`config.mk`:
```
export PLATFORM = sky130hd
export DESIGN_NAME = rtcs_top
export DESIGN_NICKNAME = d
export VERILOG_FILES = /design/src/rtcs_top.v
export VERILOG_INCLUDE_DIRS = /design/src
export SDC_FILE = /design/constraint.sdc
export NUM_CORES = 1
export LEC_CHECK = 0
export BUFFER_PORTS_ARGS = -buffer_cell sky130_fd_sc_hd__buf_2
export CAP_MARGIN = 20
export CORE_ASPECT_RATIO = 0.9
export CORE_MARGIN = 3
export CORE_UTILIZATION = 30
export DETAILED_ROUTE_END_ITERATION = 6
export PLACE_DENSITY_LB_ADDON = 0.12
export SKIP_CTS_REPAIR_TIMING = 1
export SLEW_MARGIN = 0
export SYNTH_ARGS = -nofsm -noshare
export SYNTH_HDL_FRONTEND = slang
export SYNTH_SLANG_ARGS = --single-unit
```
`constraint.sdc`:
```
create_clock -name aclk -period 7.5 [get_ports aclk]
set_input_delay 0.75 -clock aclk [delete_from_list [all_inputs] [get_ports aclk]]
set_output_delay 0.75 -clock aclk [all_outputs]
set_load 0.005 [all_outputs]
```
`src/rtcs_map.vh`:
```
// Register indices, status bit positions, defaults and limits of the RTC
`ifndef RTCS_MAP_VH
`define RTCS_MAP_VH
// Register indices; byte address is four times the index
`define RTCS_IDX_CLK_AREA   16'hea10
`define RTCS_IDX_CLK_BLOCK  16'hea11
`define RTCS_IDX_CLK_WORD   16'hea12
`define RTCS_IDX_ST_AREA    16'hea13
`define RTCS_IDX_ST_BLOCK   16'hea14
`define RTCS_IDX_ST_WORD    16'hea15
`define RTCS_IDX_HW_FAULT   16'hea16
`define RTCS_IDX_DRIFT      16'hea18
`define RTCS_IDX_STATUS     16'hea20
`define RTCS_IDX_SET_TIME   16'hea21
`define RTCS_IDX_SET_DATE   16'hea22
`define RTCS_IDX_SET_PROMPT 16'hea23
`define RTCS_IDX_SET_HOURS  16'hea24
`define RTCS_IDX_DISP_TIME  16'hea25
`define RTCS_IDX_DISP_DATE  16'hea26
`define RTCS_IDX_DISP_HOURS 16'hea27
// Status word bits
`define RTCS_B_CLK_ERR   0
`define RTCS_B_MODE12    1
`define RTCS_B_CLK_REQ   2
`define RTCS_B_STOP_UPD  4
`define RTCS_B_HC_ERR    8
`define RTCS_B_HC_EN     9
`define RTCS_B_HC_REQ    10
`define RTCS_B_PR_ERR    12
`define RTCS_B_PR_HIT    13
`define RTCS_B_PR_REQ    14
`define RTCS_ST_WMASK    16'h463e
`define RTCS_ST_RSVD     16'h88c0
`define RTCS_HW_CORR_BAD 15
// Power-on defaults without backup
`define RTCS_DEF_DAY   8'h01
`define RTCS_DEF_MONTH 8'h04
`define RTCS_DEF_YEAR  8'h5c
`define RTCS_DEF_HOUR  8'h0c
`define RTCS_DEF_WDAY  8'h04
// Limits and timing
`define RTCS_CORR_LIMIT 16'sd400
`define RTCS_HC_MAX     20'd999999
`define RTCS_SEC_PER_HR 12'd3599
`define RTCS_CLK_HZ     25000000
`define RTCS_TICK_S     1
`define RTCS_RESP_DEC   2'b11
`define RTCS_RESP_OK    2'b00
`endif

```
`src/rtcs_top.v`:
```
// Real-time clock status word, settings transfer and system-data registers
//
// The AXI4-Lite register port was chosen for this implementation.
`timescale 1ns/1ps
`include "rtcs_map.vh"
module rtcs_top #(
    parameter CLK_HZ = `RTCS_CLK_HZ,
    parameter AW = 18
) (
    input wire aclk,               // System clock
    input wire aresetn,            // Synchronous reset, low
    input wire [AW-1:0] s_axi_awaddr, // Write address
    input wire s_axi_awvalid,      // Write address valid
    output reg s_axi_awready,      // Write address ready
    input wire [31:0] s_axi_wdata, // Write data
    input wire [3:0] s_axi_wstrb,  // Write byte strobes
    input wire s_axi_wvalid,       // Write data valid
    output reg s_axi_wready,       // Write data ready
    output reg [1:0] s_axi_bresp,  // Write response
    output reg s_axi_bvalid,       // Write response valid
    input wire s_axi_bready,       // Write response ready
    input wire [AW-1:0] s_axi_araddr, // Read address
    input wire s_axi_arvalid,      // Read address valid
    output reg s_axi_arready,      // Read address ready
    output reg [31:0] s_axi_rdata, // Read data
    output reg [1:0] s_axi_rresp,  // Read response
    output reg s_axi_rvalid,       // Read data valid
    input wire s_axi_rready,       // Read data ready
    input wire battery_present,    // Backup battery pin
    input wire plc_run,            // Controller in run mode pin
    input wire [1:0] chip_fault,   // Clock chip fault pins
    output reg prompt_reached      // Prompt time reached level
);
    localparam [31:0] TICK_CYC = CLK_HZ * `RTCS_TICK_S;

    // ==============================================================
    // Pin synchronisers
    // ==============================================================
    // Battery pipe is not reset so its level is seen during reset
    reg batt_meta, batt_s;
    reg run_meta, run_s;
    reg [1:0] flt_meta, flt_s;
    always @(posedge aclk) begin
        batt_meta <= battery_present;
        batt_s <= batt_meta;
        run_meta <= plc_run;
        run_s <= run_meta;
        flt_meta <= chip_fault;
        flt_s <= flt_meta;
    end

    // ==============================================================
    // State
    // ==============================================================
    reg [7:0] clk_area_reg, clk_blk_reg, clk_word_reg;
    reg [7:0] st_area_reg, st_blk_reg, st_word_reg;
    reg [15:0] drift_reg, status_reg, hw_reg;
    reg [31:0] set_time_reg, set_date_reg, set_prompt_reg, set_hours_reg;
    reg [31:0] disp_time_reg, disp_date_reg;
    reg [7:0] sec_reg, min_reg, hour_reg, day_reg, mon_reg, year_reg;
    reg [7:0] wday_reg;
    reg [19:0] hours_reg;
    reg [11:0] hsub_reg;
    reg [31:0] presc_reg;
    reg boot_reg;
    reg aw_hold, w_hold;
    reg [AW-1:0] awaddr_reg;
    reg [31:0] wdata_reg;
    reg [3:0] wstrb_reg;

    // Days in a month, leap year every fourth year
    function [7:0] dim;
        input [7:0] m;
        input [7:0] y;
        begin
            case (m)
                8'h02: dim = (y[1:0] == 2'b00) ? 8'h1d : 8'h1c;
                8'h04, 8'h06, 8'h09, 8'h0b: dim = 8'h1e;
                default: dim = 8'h1f;
            endcase
        end
    endfunction

    // Byte strobes to a bit mask
    function [31:0] smask;
        input [3:0] s;
        begin
            smask = {{8{s[3]}}, {8{s[2]}}, {8{s[1]}}, {8{s[0]}}};
        end
    endfunction

    // ==============================================================
    // Setting checks
    // ==============================================================
    wire time_ok = (set_time_reg[7:0] < 8'h3c) &&
        (set_time_reg[15:8] < 8'h3c) && (set_time_reg[23:16] < 8'h18);
    wire [7:0] sd_day = set_date_reg[7:0];
    wire [7:0] sd_mon = set_date_reg[15:8];
    wire [7:0] sd_year = set_date_reg[23:16];
    wire [7:0] sd_wday = set_date_reg[31:24];
    wire date_ok = (sd_day != 8'h00) && (sd_day <= dim(sd_mon, sd_year)) &&
        (sd_mon != 8'h00) && (sd_mon < 8'h0d) && (sd_year < 8'h64) &&
        (sd_wday != 8'h00) && (sd_wday < 8'h08);
    wire prompt_ok = (set_prompt_reg[7:0] < 8'h3c) &&
        (set_prompt_reg[15:8] < 8'h3c) && (set_prompt_reg[23:16] < 8'h18);
    wire hours_ok = set_hours_reg[19:0] <= `RTCS_HC_MAX;
    // Requests wait while the chip reports a fault
    wire chip_good = (hw_reg[1:0] == 2'b00);
    wire clk_take = status_reg[`RTCS_B_CLK_REQ] && chip_good;
    wire pr_take = status_reg[`RTCS_B_PR_REQ] && chip_good;
    wire hc_take = status_reg[`RTCS_B_HC_REQ] && chip_good;
    wire clk_good = time_ok && date_ok;

    // ==============================================================
    // Second tick with drift correction
    // ==============================================================
    // Out-of-range correction is flagged and not applied
    wire signed [15:0] corr = drift_reg;
    wire corr_bad = (corr > `RTCS_CORR_LIMIT) || (corr < -`RTCS_CORR_LIMIT);
    wire [31:0] corr_ext = hw_reg[`RTCS_HW_CORR_BAD] ? 32'h0 :
        {{16{drift_reg[15]}}, drift_reg};
    wire [31:0] period = TICK_CYC + corr_ext;
    wire tick = (presc_reg >= period - 32'h1);

    // ==============================================================
    // AXI write path
    // ==============================================================
    wire wr_fire = aw_hold && w_hold && !s_axi_bvalid;
    wire [15:0] widx = awaddr_reg[17:2];
    wire [31:0] wm = smask(wstrb_reg);
    wire set_wr_ok = run_s || status_reg[`RTCS_B_STOP_UPD];
    wire wr_st = wr_fire && (widx == `RTCS_IDX_STATUS);
    reg w_known;

    // Decode of known indices, read-only ones included
    always @* begin
        case (widx)
            `RTCS_IDX_CLK_AREA, `RTCS_IDX_CLK_BLOCK, `RTCS_IDX_CLK_WORD,
            `RTCS_IDX_ST_AREA, `RTCS_IDX_ST_BLOCK, `RTCS_IDX_ST_WORD,
            `RTCS_IDX_HW_FAULT, `RTCS_IDX_DRIFT, `RTCS_IDX_STATUS,
            `RTCS_IDX_SET_TIME, `RTCS_IDX_SET_DATE, `RTCS_IDX_SET_PROMPT,
            `RTCS_IDX_SET_HOURS, `RTCS_IDX_DISP_TIME, `RTCS_IDX_DISP_DATE,
            `RTCS_IDX_DISP_HOURS: w_known = 1'b1;
            default: w_known = 1'b0;
        endcase
    end

    // Address and data may arrive in either order
    always @(posedge aclk) begin
        if (!aresetn) begin
            aw_hold <= 1'b0;
            w_hold <= 1'b0;
            s_axi_awready <= 1'b0;
            s_axi_wready <= 1'b0;
            s_axi_bvalid <= 1'b0;
            s_axi_bresp <= `RTCS_RESP_OK;
            awaddr_reg <= {AW{1'b0}};
            wdata_reg <= 32'h0;
            wstrb_reg <= 4'h0;
        end else begin
            if (s_axi_awvalid && s_axi_awready) begin
                aw_hold <= 1'b1;
                awaddr_reg <= s_axi_awaddr;
                s_axi_awready <= 1'b0;
            end else if (wr_fire) begin
                aw_hold <= 1'b0;
            end else if (!aw_hold) begin
                s_axi_awready <= 1'b1;
            end
            if (s_axi_wvalid && s_axi_wready) begin
                w_hold <= 1'b1;
                wdata_reg <= s_axi_wdata;
                wstrb_reg <= s_axi_wstrb;
                s_axi_wready <= 1'b0;
            end else if (wr_fire) begin
                w_hold <= 1'b0;
            end else if (!w_hold) begin
                s_axi_wready <= 1'b1;
            end
            if (wr_fire) begin
                s_axi_bvalid <= 1'b1;
                s_axi_bresp <= w_known ? `RTCS_RESP_OK : `RTCS_RESP_DEC;
            end else if (s_axi_bready) begin
                s_axi_bvalid <= 1'b0;
            end
        end
    end

    // ==============================================================
    // Status word next value
    // ==============================================================
    // Hardware set wins over clear; a software request raised in the
    // same cycle as the hardware clear survives
    wire [15:0] st_sw = wr_st ? ((status_reg & ~(wm[15:0] &
        `RTCS_ST_WMASK)) | (wdata_reg[15:0] & wm[15:0] &
        `RTCS_ST_WMASK)) : status_reg;
    wire [15:0] st_wset = wr_st ? (wdata_reg[15:0] & wm[15:0] &
        `RTCS_ST_WMASK) : 16'h0;
    wire [15:0] cur_hms = {hour_reg, min_reg};
    wire pr_hit = tick && (set_prompt_reg[23:0] ==
        {hour_reg, min_reg, sec_reg});
    reg [15:0] hw_clr, hw_set;
    always @* begin
        hw_clr = 16'h0;
        hw_set = 16'h0;
        hw_clr[`RTCS_B_CLK_REQ] = clk_take;
        hw_clr[`RTCS_B_PR_REQ] = pr_take;
        hw_clr[`RTCS_B_HC_REQ] = hc_take;
        hw_set[`RTCS_B_CLK_ERR] = clk_take && !clk_good;
        hw_clr[`RTCS_B_CLK_ERR] = clk_take && clk_good;
        hw_set[`RTCS_B_PR_ERR] = pr_take && !prompt_ok;
        hw_clr[`RTCS_B_PR_ERR] = pr_take && prompt_ok;
        hw_set[`RTCS_B_HC_ERR] = hc_take && !hours_ok;
        hw_clr[`RTCS_B_HC_ERR] = hc_take && hours_ok;
        hw_set[`RTCS_B_PR_HIT] = pr_hit;
        hw_clr[`RTCS_B_PR_HIT] = pr_take && prompt_ok;
    end
    wire [15:0] status_next = (((st_sw & ~hw_clr) | hw_set | st_wset) &
        ~`RTCS_ST_RSVD);

    // ==============================================================
    // Registers written by software and status
    // ==============================================================
    always @(posedge aclk) begin
        if (!aresetn) begin
            clk_area_reg <= 8'h0;
            clk_blk_reg <= 8'h0;
            clk_word_reg <= 8'h0;
            st_area_reg <= 8'h0;
            st_blk_reg <= 8'h0;
            st_word_reg <= 8'h0;
            drift_reg <= 16'h0;
            status_reg <= 16'h0;
            hw_reg <= 16'h0;
            set_time_reg <= 32'h0;
            set_date_reg <= 32'h0;
            set_prompt_reg <= 32'h0;
            set_hours_reg <= 32'h0;
            prompt_reached <= 1'b0;
        end else begin
            status_reg <= status_next;
            prompt_reached <= status_next[`RTCS_B_PR_HIT];
            hw_reg <= {corr_bad, 13'h0, flt_s};
            if (wr_fire) begin
                // Placement codes are stored as given by software
                case (widx)
                    `RTCS_IDX_CLK_AREA: clk_area_reg <= wm[0] ?
                        wdata_reg[7:0] : clk_area_reg;
                    `RTCS_IDX_CLK_BLOCK: clk_blk_reg <= wm[0] ?
                        wdata_reg[7:0] : clk_blk_reg;
                    `RTCS_IDX_CLK_WORD: clk_word_reg <= wm[0] ?
                        wdata_reg[7:0] : clk_word_reg;
                    `RTCS_IDX_ST_AREA: st_area_reg <= wm[0] ?
                        wdata_reg[7:0] : st_area_reg;
                    `RTCS_IDX_ST_BLOCK: st_blk_reg <= wm[0] ?
                        wdata_reg[7:0] : st_blk_reg;
                    `RTCS_IDX_ST_WORD: st_word_reg <= wm[0] ?
                        wdata_reg[7:0] : st_word_reg;
                    `RTCS_IDX_DRIFT: drift_reg <= (drift_reg & ~wm[15:0]) |
                        (wdata_reg[15:0] & wm[15:0]);
                    `RTCS_IDX_SET_TIME: if (set_wr_ok) set_time_reg <=
                        (set_time_reg & ~wm) | (wdata_reg & wm);
                    `RTCS_IDX_SET_DATE: if (set_wr_ok) set_date_reg <=
                        (set_date_reg & ~wm) | (wdata_reg & wm);
                    `RTCS_IDX_SET_PROMPT: if (set_wr_ok) set_prompt_reg <=
                        (set_prompt_reg & ~wm) | (wdata_reg & wm);
                    `RTCS_IDX_SET_HOURS: if (set_wr_ok) set_hours_reg <=
                        (set_hours_reg & ~wm) | (wdata_reg & wm);
                    default: ;
                endcase
            end
        end
    end

    // ==============================================================
    // Time keeping
    // ==============================================================
    // With a battery the time survives reset; the divider, hours counter and display copies restart.
    // Defaults load again in the first cycle after reset, since the
    // battery level is only settled two edges into reset.
    always @(posedge aclk) begin
        if ((!aresetn || boot_reg) && !batt_s) begin
            sec_reg <= 8'h00;
            min_reg <= 8'h00;
            hour_reg <= `RTCS_DEF_HOUR;
            day_reg <= `RTCS_DEF_DAY;
            mon_reg <= `RTCS_DEF_MONTH;
            year_reg <= `RTCS_DEF_YEAR;
            wday_reg <= `RTCS_DEF_WDAY;
        end else if (!aresetn) begin
            sec_reg <= sec_reg;
        end else if (clk_take && clk_good) begin
            sec_reg <= set_time_reg[7:0];
            min_reg <= set_time_reg[15:8];
            hour_reg <= set_time_reg[23:16];
            day_reg <= sd_day;
            mon_reg <= sd_mon;
            year_reg <= sd_year;
            wday_reg <= sd_wday;
        end else if (tick) begin
            sec_reg <= (sec_reg == 8'h3b) ? 8'h00 : sec_reg + 8'h01;
            if (sec_reg == 8'h3b) begin
                min_reg <= (min_reg == 8'h3b) ? 8'h00 : min_reg + 8'h01;
                if (min_reg == 8'h3b) begin
                    hour_reg <= (hour_reg == 8'h17) ? 8'h00 :
                        hour_reg + 8'h01;
                    if (hour_reg == 8'h17) begin
                        wday_reg <= (wday_reg == 8'h07) ? 8'h01 :
                            wday_reg + 8'h01;
                        if (day_reg >= dim(mon_reg, year_reg)) begin
                            day_reg <= 8'h01;
                            mon_reg <= (mon_reg == 8'h0c) ? 8'h01 :
                                mon_reg + 8'h01;
                            if (mon_reg == 8'h0c)
                                year_reg <= (year_reg == 8'h63) ? 8'h00 :
                                    year_reg + 8'h01;
                        end else begin
                            day_reg <= day_reg + 8'h01;
                        end
                    end
                end
            end
        end
    end

    // Divider, hours counter and refreshed display copies
    always @(posedge aclk) begin
        if (!aresetn) begin
            presc_reg <= 32'h0;
            boot_reg <= 1'b1;
            hours_reg <= 20'h0;
            hsub_reg <= 12'h0;
            disp_time_reg <= 32'h0;
            disp_date_reg <= 32'h0;
        end else begin
            boot_reg <= 1'b0;
            presc_reg <= (tick || (clk_take && clk_good)) ? 32'h0 :
                presc_reg + 32'h1;
            if (hc_take && hours_ok) begin
                hours_reg <= set_hours_reg[19:0];
                hsub_reg <= 12'h0;
            end else if (tick && status_reg[`RTCS_B_HC_EN]) begin
                hsub_reg <= (hsub_reg == `RTCS_SEC_PER_HR) ? 12'h0 :
                    hsub_reg + 12'h1;
                if (hsub_reg == `RTCS_SEC_PER_HR)
                    hours_reg <= (hours_reg == `RTCS_HC_MAX) ? 20'h0 :
                        hours_reg + 20'h1;
            end
            if (tick) begin
                disp_time_reg <= {8'h00, hour_reg, min_reg, sec_reg};
                disp_date_reg <= {wday_reg, year_reg, mon_reg, day_reg};
            end
        end
    end

    // ==============================================================
    // AXI read path
    // ==============================================================
    wire [15:0] ridx = s_axi_araddr[17:2];
    reg [31:0] rd_data;
    reg rd_err;
    always @* begin
        rd_err = 1'b0;
        case (ridx)
            `RTCS_IDX_CLK_AREA: rd_data = {24'h0, clk_area_reg};
            `RTCS_IDX_CLK_BLOCK: rd_data = {24'h0, clk_blk_reg};
            `RTCS_IDX_CLK_WORD: rd_data = {24'h0, clk_word_reg};
            `RTCS_IDX_ST_AREA: rd_data = {24'h0, st_area_reg};
            `RTCS_IDX_ST_BLOCK: rd_data = {24'h0, st_blk_reg};
            `RTCS_IDX_ST_WORD: rd_data = {24'h0, st_word_reg};
            `RTCS_IDX_HW_FAULT: rd_data = {16'h0, hw_reg};
            `RTCS_IDX_DRIFT: rd_data = {16'h0, drift_reg};
            `RTCS_IDX_STATUS: rd_data = {16'h0, status_reg};
            `RTCS_IDX_SET_TIME: rd_data = set_time_reg;
            `RTCS_IDX_SET_DATE: rd_data = set_date_reg;
            `RTCS_IDX_SET_PROMPT: rd_data = set_prompt_reg;
            `RTCS_IDX_SET_HOURS: rd_data = set_hours_reg;
            `RTCS_IDX_DISP_TIME: rd_data = disp_time_reg;
            `RTCS_IDX_DISP_DATE: rd_data = disp_date_reg;
            `RTCS_IDX_DISP_HOURS: rd_data = {12'h0, hours_reg};
            default: begin
                rd_data = 32'h0;
                rd_err = 1'b1;
            end
        endcase
    end

    // One read at a time; data captured at address acceptance
    always @(posedge aclk) begin
        if (!aresetn) begin
            s_axi_arready <= 1'b0;
            s_axi_rvalid <= 1'b0;
            s_axi_rdata <= 32'h0;
            s_axi_rresp <= `RTCS_RESP_OK;
        end else if (s_axi_arvalid && s_axi_arready) begin
            s_axi_arready <= 1'b0;
            s_axi_rvalid <= 1'b1;
            s_axi_rdata <= rd_data;
            s_axi_rresp <= rd_err ? `RTCS_RESP_DEC : `RTCS_RESP_OK;
        end else if (s_axi_rvalid) begin
            if (s_axi_rready)
                s_axi_rvalid <= 1'b0;
        end else begin
            s_axi_arready <= 1'b1;
        end
    end
    wire unused_ok = &{1'b0, cur_hms};
endmodule // rtcs_top

```
==> results of run 1 <==
[routing by layer]
metal  wire [µm]  part of all wire (%)  GRT usage (%)
met2       38640                    43          33.59
met4        2112                   2.3          5.514
met1       42450                    47          31.80
met5           0                     0              0
met3        7255                   8.0          4.112
[how the worst max path moves through the flow]
| stage | from | endpoint | slack (ps) | cells past startpoint |
|---|---|---|---|---|
| 6_report | hw_reg[15] | presc_reg[2] | 2320 | 14 |
| 5_1_grt | hw_reg[15] | presc_reg[2] | 1790 | 14 |
| 4_1_cts | hw_reg[15] | presc_reg[7] | 2240 | 14 |
| 3_5_place_dp | hw_reg[15] | presc_reg[7] | 2270 | 14 |
| 3_3_place_gp | hw_reg[15] | presc_reg[6] | 2370 | 14 |
| 2_1_floorplan | hw_reg[15] | hours_reg[11] | 3420 | 17 |
[critical path, stage by stage (launching register included)]
cell,delay (ps)
dfxtp_1,780
nand2b_1,230
ha_1,270
nand2_1,160
nor3b_1,200
nor2b_1,180
nor4b_1,450
ha_1,200
nand4bb_1,100
nor3_1,570
a21boi_4,500
nor2_4,80
buf_4,380
nand2_1,730
nor2_1,130
[power by group]
part           switching, mW  leakage [nW]  internal (mW)
combinational          0.126          4.35         0.0529
clock                   1.17         0.924           1.64
sequential            0.0484          3.92           2.60
total                   1.35          9.20           4.30
[layout make-up]
cell class / instances / area [µm²] / area share (%)
Sequential cell: 485 / 9709 / 36.96
Timing Repair Buffer: 156 / 880.8 / 3.353
Inverter: 34 / 135.1 / 0.5144
Multi-Input combinational cell: 2182 / 12380 / 47.12
Clock inverter: 15 / 209.0 / 0.7954
Tap cell: 1018 / 1274 / 4.849
Clock buffer: 89 / 1684 / 6.411
[metrics by stage]
step	total power, mW	setup WS [ps]	area (µm²)	util [%]
after floorplan	2.795	3415	22880	-
after global placement	2.885	2369	24360	32.43
final	5.650	2320	26270	34.97
after CTS	5.714	2240	26260	34.96
after detailed placement	2.888	2274	24370	32.44
after global routing	5.833	1792	26270	34.97
[logic make-up (layout without fill, tap and decap cells)]
family,count (synthesis),in the layout,synth area share [%]
xor+xnor,69,69,2.644
compound gates,701,701,19.60
buf+inv,216,294,3.831
mux,84,84,3.810
other cells,1,7,0.01640
fa+ha+maj,36,36,1.970
simple gates,1285,1285,25.66
flops,485,485,42.47
[placed cells by master, fill, tap and decap left out, types with 36 or more instances in the layout]
cell       instances
nor3_1            60
dfxtp_1          485
nand2_1          664
ha_1              36
o21ai_0           70
xor2_1            36
nand4_1           44
a21oi_1          317
mux2i_1           78
buf_2            121
clkbuf_16         55
a22oi_1           93
nand3_1           90
nor2_1           218
==> impl_metrics.yaml, run 1 <==
run_status:
  status: "finished with violations"
  violations: "DRC"
setup_path:
  crit_path_max_fanout: 60
  worst_setup_sp_type: "register"
  r2r_setup_slack_ps: 2320
  rr_worst_depth: 14
  timing.critical_path.arrival_ps: 5640
  worstReg2RegEnd: "presc_reg[2]"
  critical_path.reg2reg.startpoint: "hw_reg[15]"
  endpoint_kind: "register"
  path_class: "reg2reg"
  worst_ep_required_time_ps: 7960
floorplanning:
  row_count: 95
  design.die.area_mm2: 0.07955
  floorplan.core_area_mm2: 0.07512
  chipWidth_um: 297.0
  io_pins: 125
  die_height_um: 267.9
  initial_utilization_pct: 30.43
timing:
  holdWs_ps: 205.2
  tns_ps: 0
  timing.fmax_mhz: 193.1
  grt_setup_unrepaired: "false"
  maxSlewViolCount: 0
  setup_violations: 0
  maxSlewHeadroom_pct: 21.59
  hold_viol_final: 0
  worst-slew-pin-transition_ps: 1176
  worst_clock_skew_ps: 34.80
  final.min_clock_period_ps: 5180
  post-route-period-util_pct: 69.06
power_and_ir_drop:
  worst_ir_drop_vdd_uv: 163.8
  p_leak_nw: 9.200
  powerDensity_mw_per_mm2: 215.1
cts:
  clock_buffers_created_by_tritoncts: 55
  clk_path_buf_depth: 3
  clock-root-buffer: "clkbuf_16"
  cts_max_level: 2
  cts_tree: "yes"
  worstSkewPairLatency_ps: 640
  clkSlewWorstSetupHoldPaths_ps: 60
  clkSinkCount: 485
placed_design:
  gpl.final_weighted_congestion: 0.9012
  place.detailed.hpwl_um: 63710
  io_buffer_count: 120
  placedCellCount: 3874
yosys:
  syn-mean-instance-area_um2: 7.946
  sequential_cell_area_fraction_in_the_yosys_report_pct: 42.47
  yosys_warnings: 0
  ys_seq_elements: 485
  netlist_area_mm2: 0.02286
  postSynthCellCount: 2877
  synth_async_sr_flop_share_pct: 0
  yosys_most_used_dff: "dfxtp_1"
  area_share_of_the_largest_cell_type_after_synthesis_pct: 42.47
  synth_cell_types: 91
  synth.area.top_cells: "dfxtp_1 42%, nand2_1 11%, a21oi_1 7.0%"
  synth-edff-count: 0
  leading_cell_type_by_number_of_instances_after_synthesis: "nand2_1"
  yosys-top-cells-count: "666 x nand2_1, 485 x dfxtp_1, 319 x a21oi_1, 219 x nor2_1, 137 x clkbuf_1"
  dominant_cell_type_by_area_after_synthesis: "dfxtp_1"
detailed_routing:
  drcViolationCount: 8
  first_pass_iteration_count_of_the_detailed_router: 7
  finalWirelength_um: 90460
  wl_per_cell_um: 22.73
  via_per_inst: 5.486
  detailroute.via_count: 21827
  ant_nets: 0
  detailedRoute.firstIterationViolations: 2039
min_path:
  hold_path.class: "in2reg"
  endpoint_with_the_worst_hold_slack: "flt_meta[1]"
  hold_path_start: "chip_fault[1]"
  hold-path-cell-count: 1
flow_run:
  cap_violations: 0
global_route:
  grt_remaining_overflow: 0
  grt_pass1_vias: 20534
  largest_net_degree_at_the_start_of_global_routing: 210
  grt_usage_pct: 21.95
  grt_first_pass_wirelength_um: 134500
  initial_antenna_violation_count: 2
cells_and_area:
  drive_gt1_share_pct: 10.27
  final_net_count: 3033
  fillCellCount: 7980
  flow.area_growth_from_synthesis_pct: 14.92
  antenna_cells: 0
  finish.cell_count_without_fillers: 3979
Note: power is estimated with default switching activity, not from simulation.
==> run 2: changes to the inputs <==
Settings changed: ABC_AREA set to 1.
Clock period 7.5 ns to 4.8 ns, I/O delays scaled along.
==> run 2 against run 1 <==
- the run now ends clean
- register-to-register slack got worse by 1600 ps
- clock power rose by 68%
- synthesized cell count rose by 15%
- utilization rose by 0.13 points
- worst hold slack got worse by 150 ps
- area after synthesis rose by 1.3%
- final area rose by 2.1%
- power rose by 64%
- sequential share of layout area fell by 0.75 points
- via count rose by 1.2%
==> impl_metrics.yaml, run 2 <==
setup_path:
  endpoint_kind: "register"
  crit_path_max_fanout: 17
  critical_path.most_common_cell: "nor2_1"
  cp_slowest_cell: "nor3b_1"
  timing.critical_path.arrival_ps: 4610
  worstPathCellList: "nor2_1 > inv_1 > o21ai_0 > nor3b_1 > a21boi_0 > nand3_1 > nand3_1 > xnor2_1 > ha_1 > nand2_1 > nor2_1 > nand2_1 > nor2_1 > nor2_1 > nand2_1 > nand2_1 > nand2_2 > nand3_1 > nand2_2 > inv_2 > a21oi_1 > nor2_1"
  critical-path-max-stage-delay_ps: 350
  worst_ep_required_time_ps: 5290
  largest_delay_contributor_family_on_the_critical_path: "simple AND/OR/NAND/NOR gates"
  worst_setup_sp_type: "register"
  path_class: "reg2reg"
  buffers_and_inverters_on_the_worst_path: 2
placed_design:
  io_buffer_count: 120
  placedCellCount: 4331
  gpl.final_weighted_congestion: 0.8617
  place.detailed.hpwl_um: 61310
timing:
  hold_viol_final: 0
  post-route-period-util_pct: 85.89
  setup_violations: 0
  maxSlewHeadroom_pct: 26.46
  tns_ps: 0
  worst-slew-pin-transition_ps: 1102
  grt_setup_unrepaired: "false"
  final.min_clock_period_ps: 4123
  timing.fmax_mhz: 242.5
  maxSlewViolCount: 0
  worst_clock_skew_ps: 46.77
cells_and_area:
  drive_gt1_share_pct: 9.669
  finish.cell_count_without_fillers: 4442
  layout_common_cells: "526 x nand2_1, 485 x dfxtp_1, 436 x o21ai_0, 385 x nor2_1, 374 x a21oi_1"
  flow.area_growth_from_synthesis_pct: 15.77
  layout.cells.most_common: "nand2_1"
  antenna_cells: 0
  final_net_count: 3486
yosys:
  syn-mean-instance-area_um2: 7.018
  dominant_cell_type_by_area_after_synthesis: "dfxtp_1"
  area_share_of_the_largest_cell_type_after_synthesis_pct: 41.93
  netlist_area_mm2: 0.02316
  yosys-top-cells-count: "529 x nand2_1, 485 x dfxtp_1, 436 x o21ai_0, 388 x nor2_1, 374 x a21oi_1"
  synth_cell_types: 54
  synth.area.top_cells: "dfxtp_1 42%, o21ai_0 9.4%, nand2_1 8.6%"
  synth_async_sr_flop_share_pct: 0
  yosys_warnings: 0
  sequential_cell_area_fraction_in_the_yosys_report_pct: 41.93
  leading_cell_type_by_number_of_instances_after_synthesis: "nand2_1"
  synth-edff-count: 0
  ys_seq_elements: 485
  yosys_most_used_dff: "dfxtp_1"
  postSynthCellCount: 3300
cts:
  clkSinkCount: 485
  clock-root-buffer: "clkbuf_16"
  clock_buffers_created_by_tritoncts: 57
  cts_max_level: 2
  clkSlewWorstSetupHoldPaths_ps: 60
  worstSkewPairLatency_ps: 640
  clk_path_buf_depth: 3
  cts_tree: "yes"
detailed_routing:
  wl_met1_um: 42420
  detailroute.via_count: 22096
  via_per_inst: 4.974
  first_pass_iteration_count_of_the_detailed_router: 5
  highest_layer: "met4"
  finalWirelength_um: 85790
  routed-wl-met3_um: 4608
  detailedRoute.firstIterationViolations: 1856
  wl_per_cell_um: 19.31
  ant_nets: 0
  met2_length_um: 36880
  drcViolationCount: 0
floorplanning:
  initial_utilization_pct: 30.31
  chipWidth_um: 298.9
  row_count: 96
  io_pins: 125
  design.die.area_mm2: 0.08057
  die_height_um: 269.6
  floorplan.core_area_mm2: 0.07639
global_route:
  grt_first_pass_wirelength_um: 129300
  grt_remaining_overflow: 0
  grt_usage_pct: 20.56
  grt_pass1_vias: 20571
  largest_net_degree_at_the_start_of_global_routing: 151
  initial_antenna_violation_count: 0
power_and_ir_drop:
  powerDensity_mw_per_mm2: 344.9
  worst_ir_drop_vdd_uv: 239.7
  finalPower_mw: 9.247
  p_leak_nw: 10.84
run_status:
  status: "finished clean"
min_path:
  hold_path_start: "s_axi_wvalid"
  hold_path.class: "in2reg"
flow_run:
  cap_violations: 0
run 2: cell types whose count changed after synthesis, sizes merged, moves of 28 or more:
cell,before,now
inv,34,292
nand2,666,532
nor2,222,413
clkbuf,137,90
mux2i,78,0
a22oi,93,0
buf,45,73
a21oi,319,374
nand3,90,285
a31oi,32,3
o21ai,78,441
run 2: through the flow:
stage | util [%] | cell area (µm²) | hold WS, ps | worst slack, ps
after detailed placement | 32.34 | 24700 | 314.4 | 516.5
after global routing | 35.10 | 26810 | 47.31 | 172.3
after floorplan | - | 23180 | 309.6 | 1567
final | 35.10 | 26810 | 57.56 | 677.1
after global placement | 32.34 | 24700 | 311.5 | 533.9
after CTS | 35.01 | 26750 | -98.04 | 485.6
run 2: final timing paths:
check	end	slack [ps]	cells after the start
hold reg to reg	flt_s[0]	320	0
setup reg to reg	hours_reg[14]	680	22
setup / recovery	hours_reg[14]	680	22
hold / removal	s_axi_wready	60	2
run 2: layer usage:
metal / up-vias / global-route usage [%]
met1: 10258 / 30.24
met3: 109 / 3.140
met5: - / 0
met4: 0 / 4.995
met2: 546 / 31.32
li1: 11183 / -
run 2: kinds of logic (layout without fill, tap and decap cells):
kind of cell,Yosys count,count (layout),share of synthesized area [%]
other,1,7,0.01619
XOR/XNOR,74,74,2.799
AO/OA/AOI/OAI,888,888,19.95
adder cells (fa/ha/maj),36,36,1.945
buffers and inverters,456,563,7.845
flip-flops,485,485,41.93
AND/OR/NAND/NOR,1360,1360,25.52
run 2: cell type report:
class | count | area, µm²
Fill cell | 8372 | 49580
Multi-Input combinational cell | 2365 | 11670
Sequential cell | 485 | 9709
Clock buffer | 74 | 1600
Tap cell | 1029 | 1287
Inverter | 293 | 1100
Timing Repair Buffer | 165 | 1002
Clock inverter | 31 | 441.7
run 2: report_power, final:
group,leakage (nW),switching (mW),total (mW),internal [mW]
logic,5.91,0.280,0.383,0.103
clock network,1.00,1.90,4.73,2.84
registers,3.93,0.0419,4.13,4.09
total,10.8,2.22,9.25,7.03
==> run 3: changes to the inputs <==
Settings changed: PLACE_DENSITY_LB_ADDON 0.12 to 0.1.
==> run 3 against run 2 <==
- clock skew is 21 ps lower
- clock-buffer cell count is 7 higher
- sequential power hardly changed
- via count is 0.24% lower
- critical path type unchanged
- critical endpoint unchanged
- highest routed layer unchanged
==> impl_metrics.yaml, run 3 (synthesized netlist as in run 2, its figures left out) <==
run_status:
  status: "finished clean"
cells_and_area:
  fillCellCount: 8399
  layout.cells.most_common: "nand2_1"
  final_util_pct: 34.96
  multiInputGateArea_mm2: 0.01168
  stdcell_area_mm2: 0.02671
  area.sequential_mm2: 0.009709
  drive_gt1_share_pct: 9.369
  final_net_count: 3478
  layout_common_cells: "526 x nand2_1, 485 x dfxtp_1, 436 x o21ai_0, 385 x nor2_1, 374 x a21oi_1"
  finish.cell_count_without_fillers: 4436
  flow.area_growth_from_synthesis_pct: 15.34
cts:
  clk_path_buf_depth: 3
  clock-root-buffer: "clkbuf_16"
  clkSlewWorstSetupHoldPaths_ps: 60
  cts_tree: "yes"
  clkSinkCount: 485
  clock_buffers_created_by_tritoncts: 55
  cts_max_level: 2
  worstSkewPairLatency_ps: 620
timing:
  final.min_clock_period_ps: 4062
  grt_setup_unrepaired: "false"
  worst-slew-pin-transition_ps: 1058
  tns_ps: 0
  holdWs_ps: 72.89
  maxSlewViolCount: 0
  worst_clock_skew_ps: 25.90
  timing.fmax_mhz: 246.2
  hold_viol_final: 0
  post-route-period-util_pct: 84.62
  maxSlewHeadroom_pct: 29.21
  setup_violations: 0
  post-route-worst-setup-slack_ps: 738.0
setup_path:
  crit_path_max_fanout: 17
  timing.critical_path.arrival_ps: 4560
  endpoint_kind: "register"
  worst_ep_required_time_ps: 5300
  worst_setup_sp_type: "register"
  path_class: "reg2reg"
placed_design:
  io_buffer_count: 120
  placedInstanceArea_mm2: 0.02467
  gpl.final_weighted_congestion: 0.8444
  post-place-ws_ps: 365.4
  place.detailed.hpwl_um: 61540
  placedCellCount: 4325
global_route:
  initial_antenna_violation_count: 0
  grt_first_pass_wirelength_um: 131100
  largest_net_degree_at_the_start_of_global_routing: 147
  grt_pass1_vias: 20705
  grt_usage_pct: 20.76
  grt_remaining_overflow: 0
detailed_routing:
  detailedRoute.firstIterationViolations: 1638
  first_pass_iteration_count_of_the_detailed_router: 7
  wl_per_cell_um: 19.42
  detailroute.via_count: 22044
  ant_nets: 0
  finalWirelength_um: 86160
  via_per_inst: 4.969
  drcViolationCount: 0
floorplanning:
  io_pins: 125
  floorplan.core_area_mm2: 0.07639
  row_count: 96
  die_height_um: 269.6
  chipWidth_um: 298.9
  initial_utilization_pct: 30.31
  design.die.area_mm2: 0.08057
power_and_ir_drop:
  p_leak_nw: 10.76
  finalPower_mw: 9.089
  worst_ir_drop_vdd_uv: 225.5
  powerDensity_mw_per_mm2: 340.3
min_path:
  hold_path.class: "in2reg"
flow_run:
  cap_violations: 0
## run 3: changes by cell type in the layout (fill, tap and decap cells not counted), sizes merged
cell	delta
diode	+2
clkinv	-9
clkinvlp	-1
inv	+3
buf	-6
bufinv	-2
clkbuf	+7
## run 3: path summary, 6_finish.rpt
kind	from	end	slack, ps	cells past startpoint
setup / recovery	register	hours_reg[14]	740	22
hold / removal	s_axi_wvalid	s_axi_wready	70	2
setup reg to reg	register	hours_reg[14]	740	22
hold reg to reg	run_meta	run_s	330	0
## run 3: metal layers
| metal | vias up | track usage [%] | part of all wire [%] |
|---|---|---|---|
| met5 | - | 0 | 0 |
| met4 | 0 | 4.647 | 2.0 |
| met3 | 92 | 2.431 | 5.0 |
| met2 | 520 | 31.71 | 43 |
| met1 | 10253 | 31.08 | 50 |
| li1 | 11179 | - | - |
## run 3: cell type report
type,instances,share of cell area (%)
diodes,2,0.01874
repair buffers,159,3.626
clock buffers,81,6.160
clock inverters,22,1.166
multi-input cells,2365,43.74
well taps,1029,4.820
inverters,293,4.117
flip-flops and latches,485,36.35
## run 3: power breakdown
group,switching (mW),internal (mW)
Combinational,0.279,0.106
Clock,1.83,2.75
Sequential,0.0417,4.09
## run 3: worst max-delay path, stage by stage, from the launching register on
cell and delay [ps]:
dfxtp_1 340, nor2_1 150, inv_1 50, o21ai_0 260, nor3b_1 340, a21boi_0 280, nand3_1 210, nand3_1 100
xnor2_1 140, ha_1 290, nand2_1 70, nor2_1 140, nand2_1 80, nor2_1 110, nor2_1 50, nand2_1 80
nand2_1 110, nand2_2 180, nand3_1 170, nand2_2 270, inv_2 230, a21oi_1 210, nor2_1 60
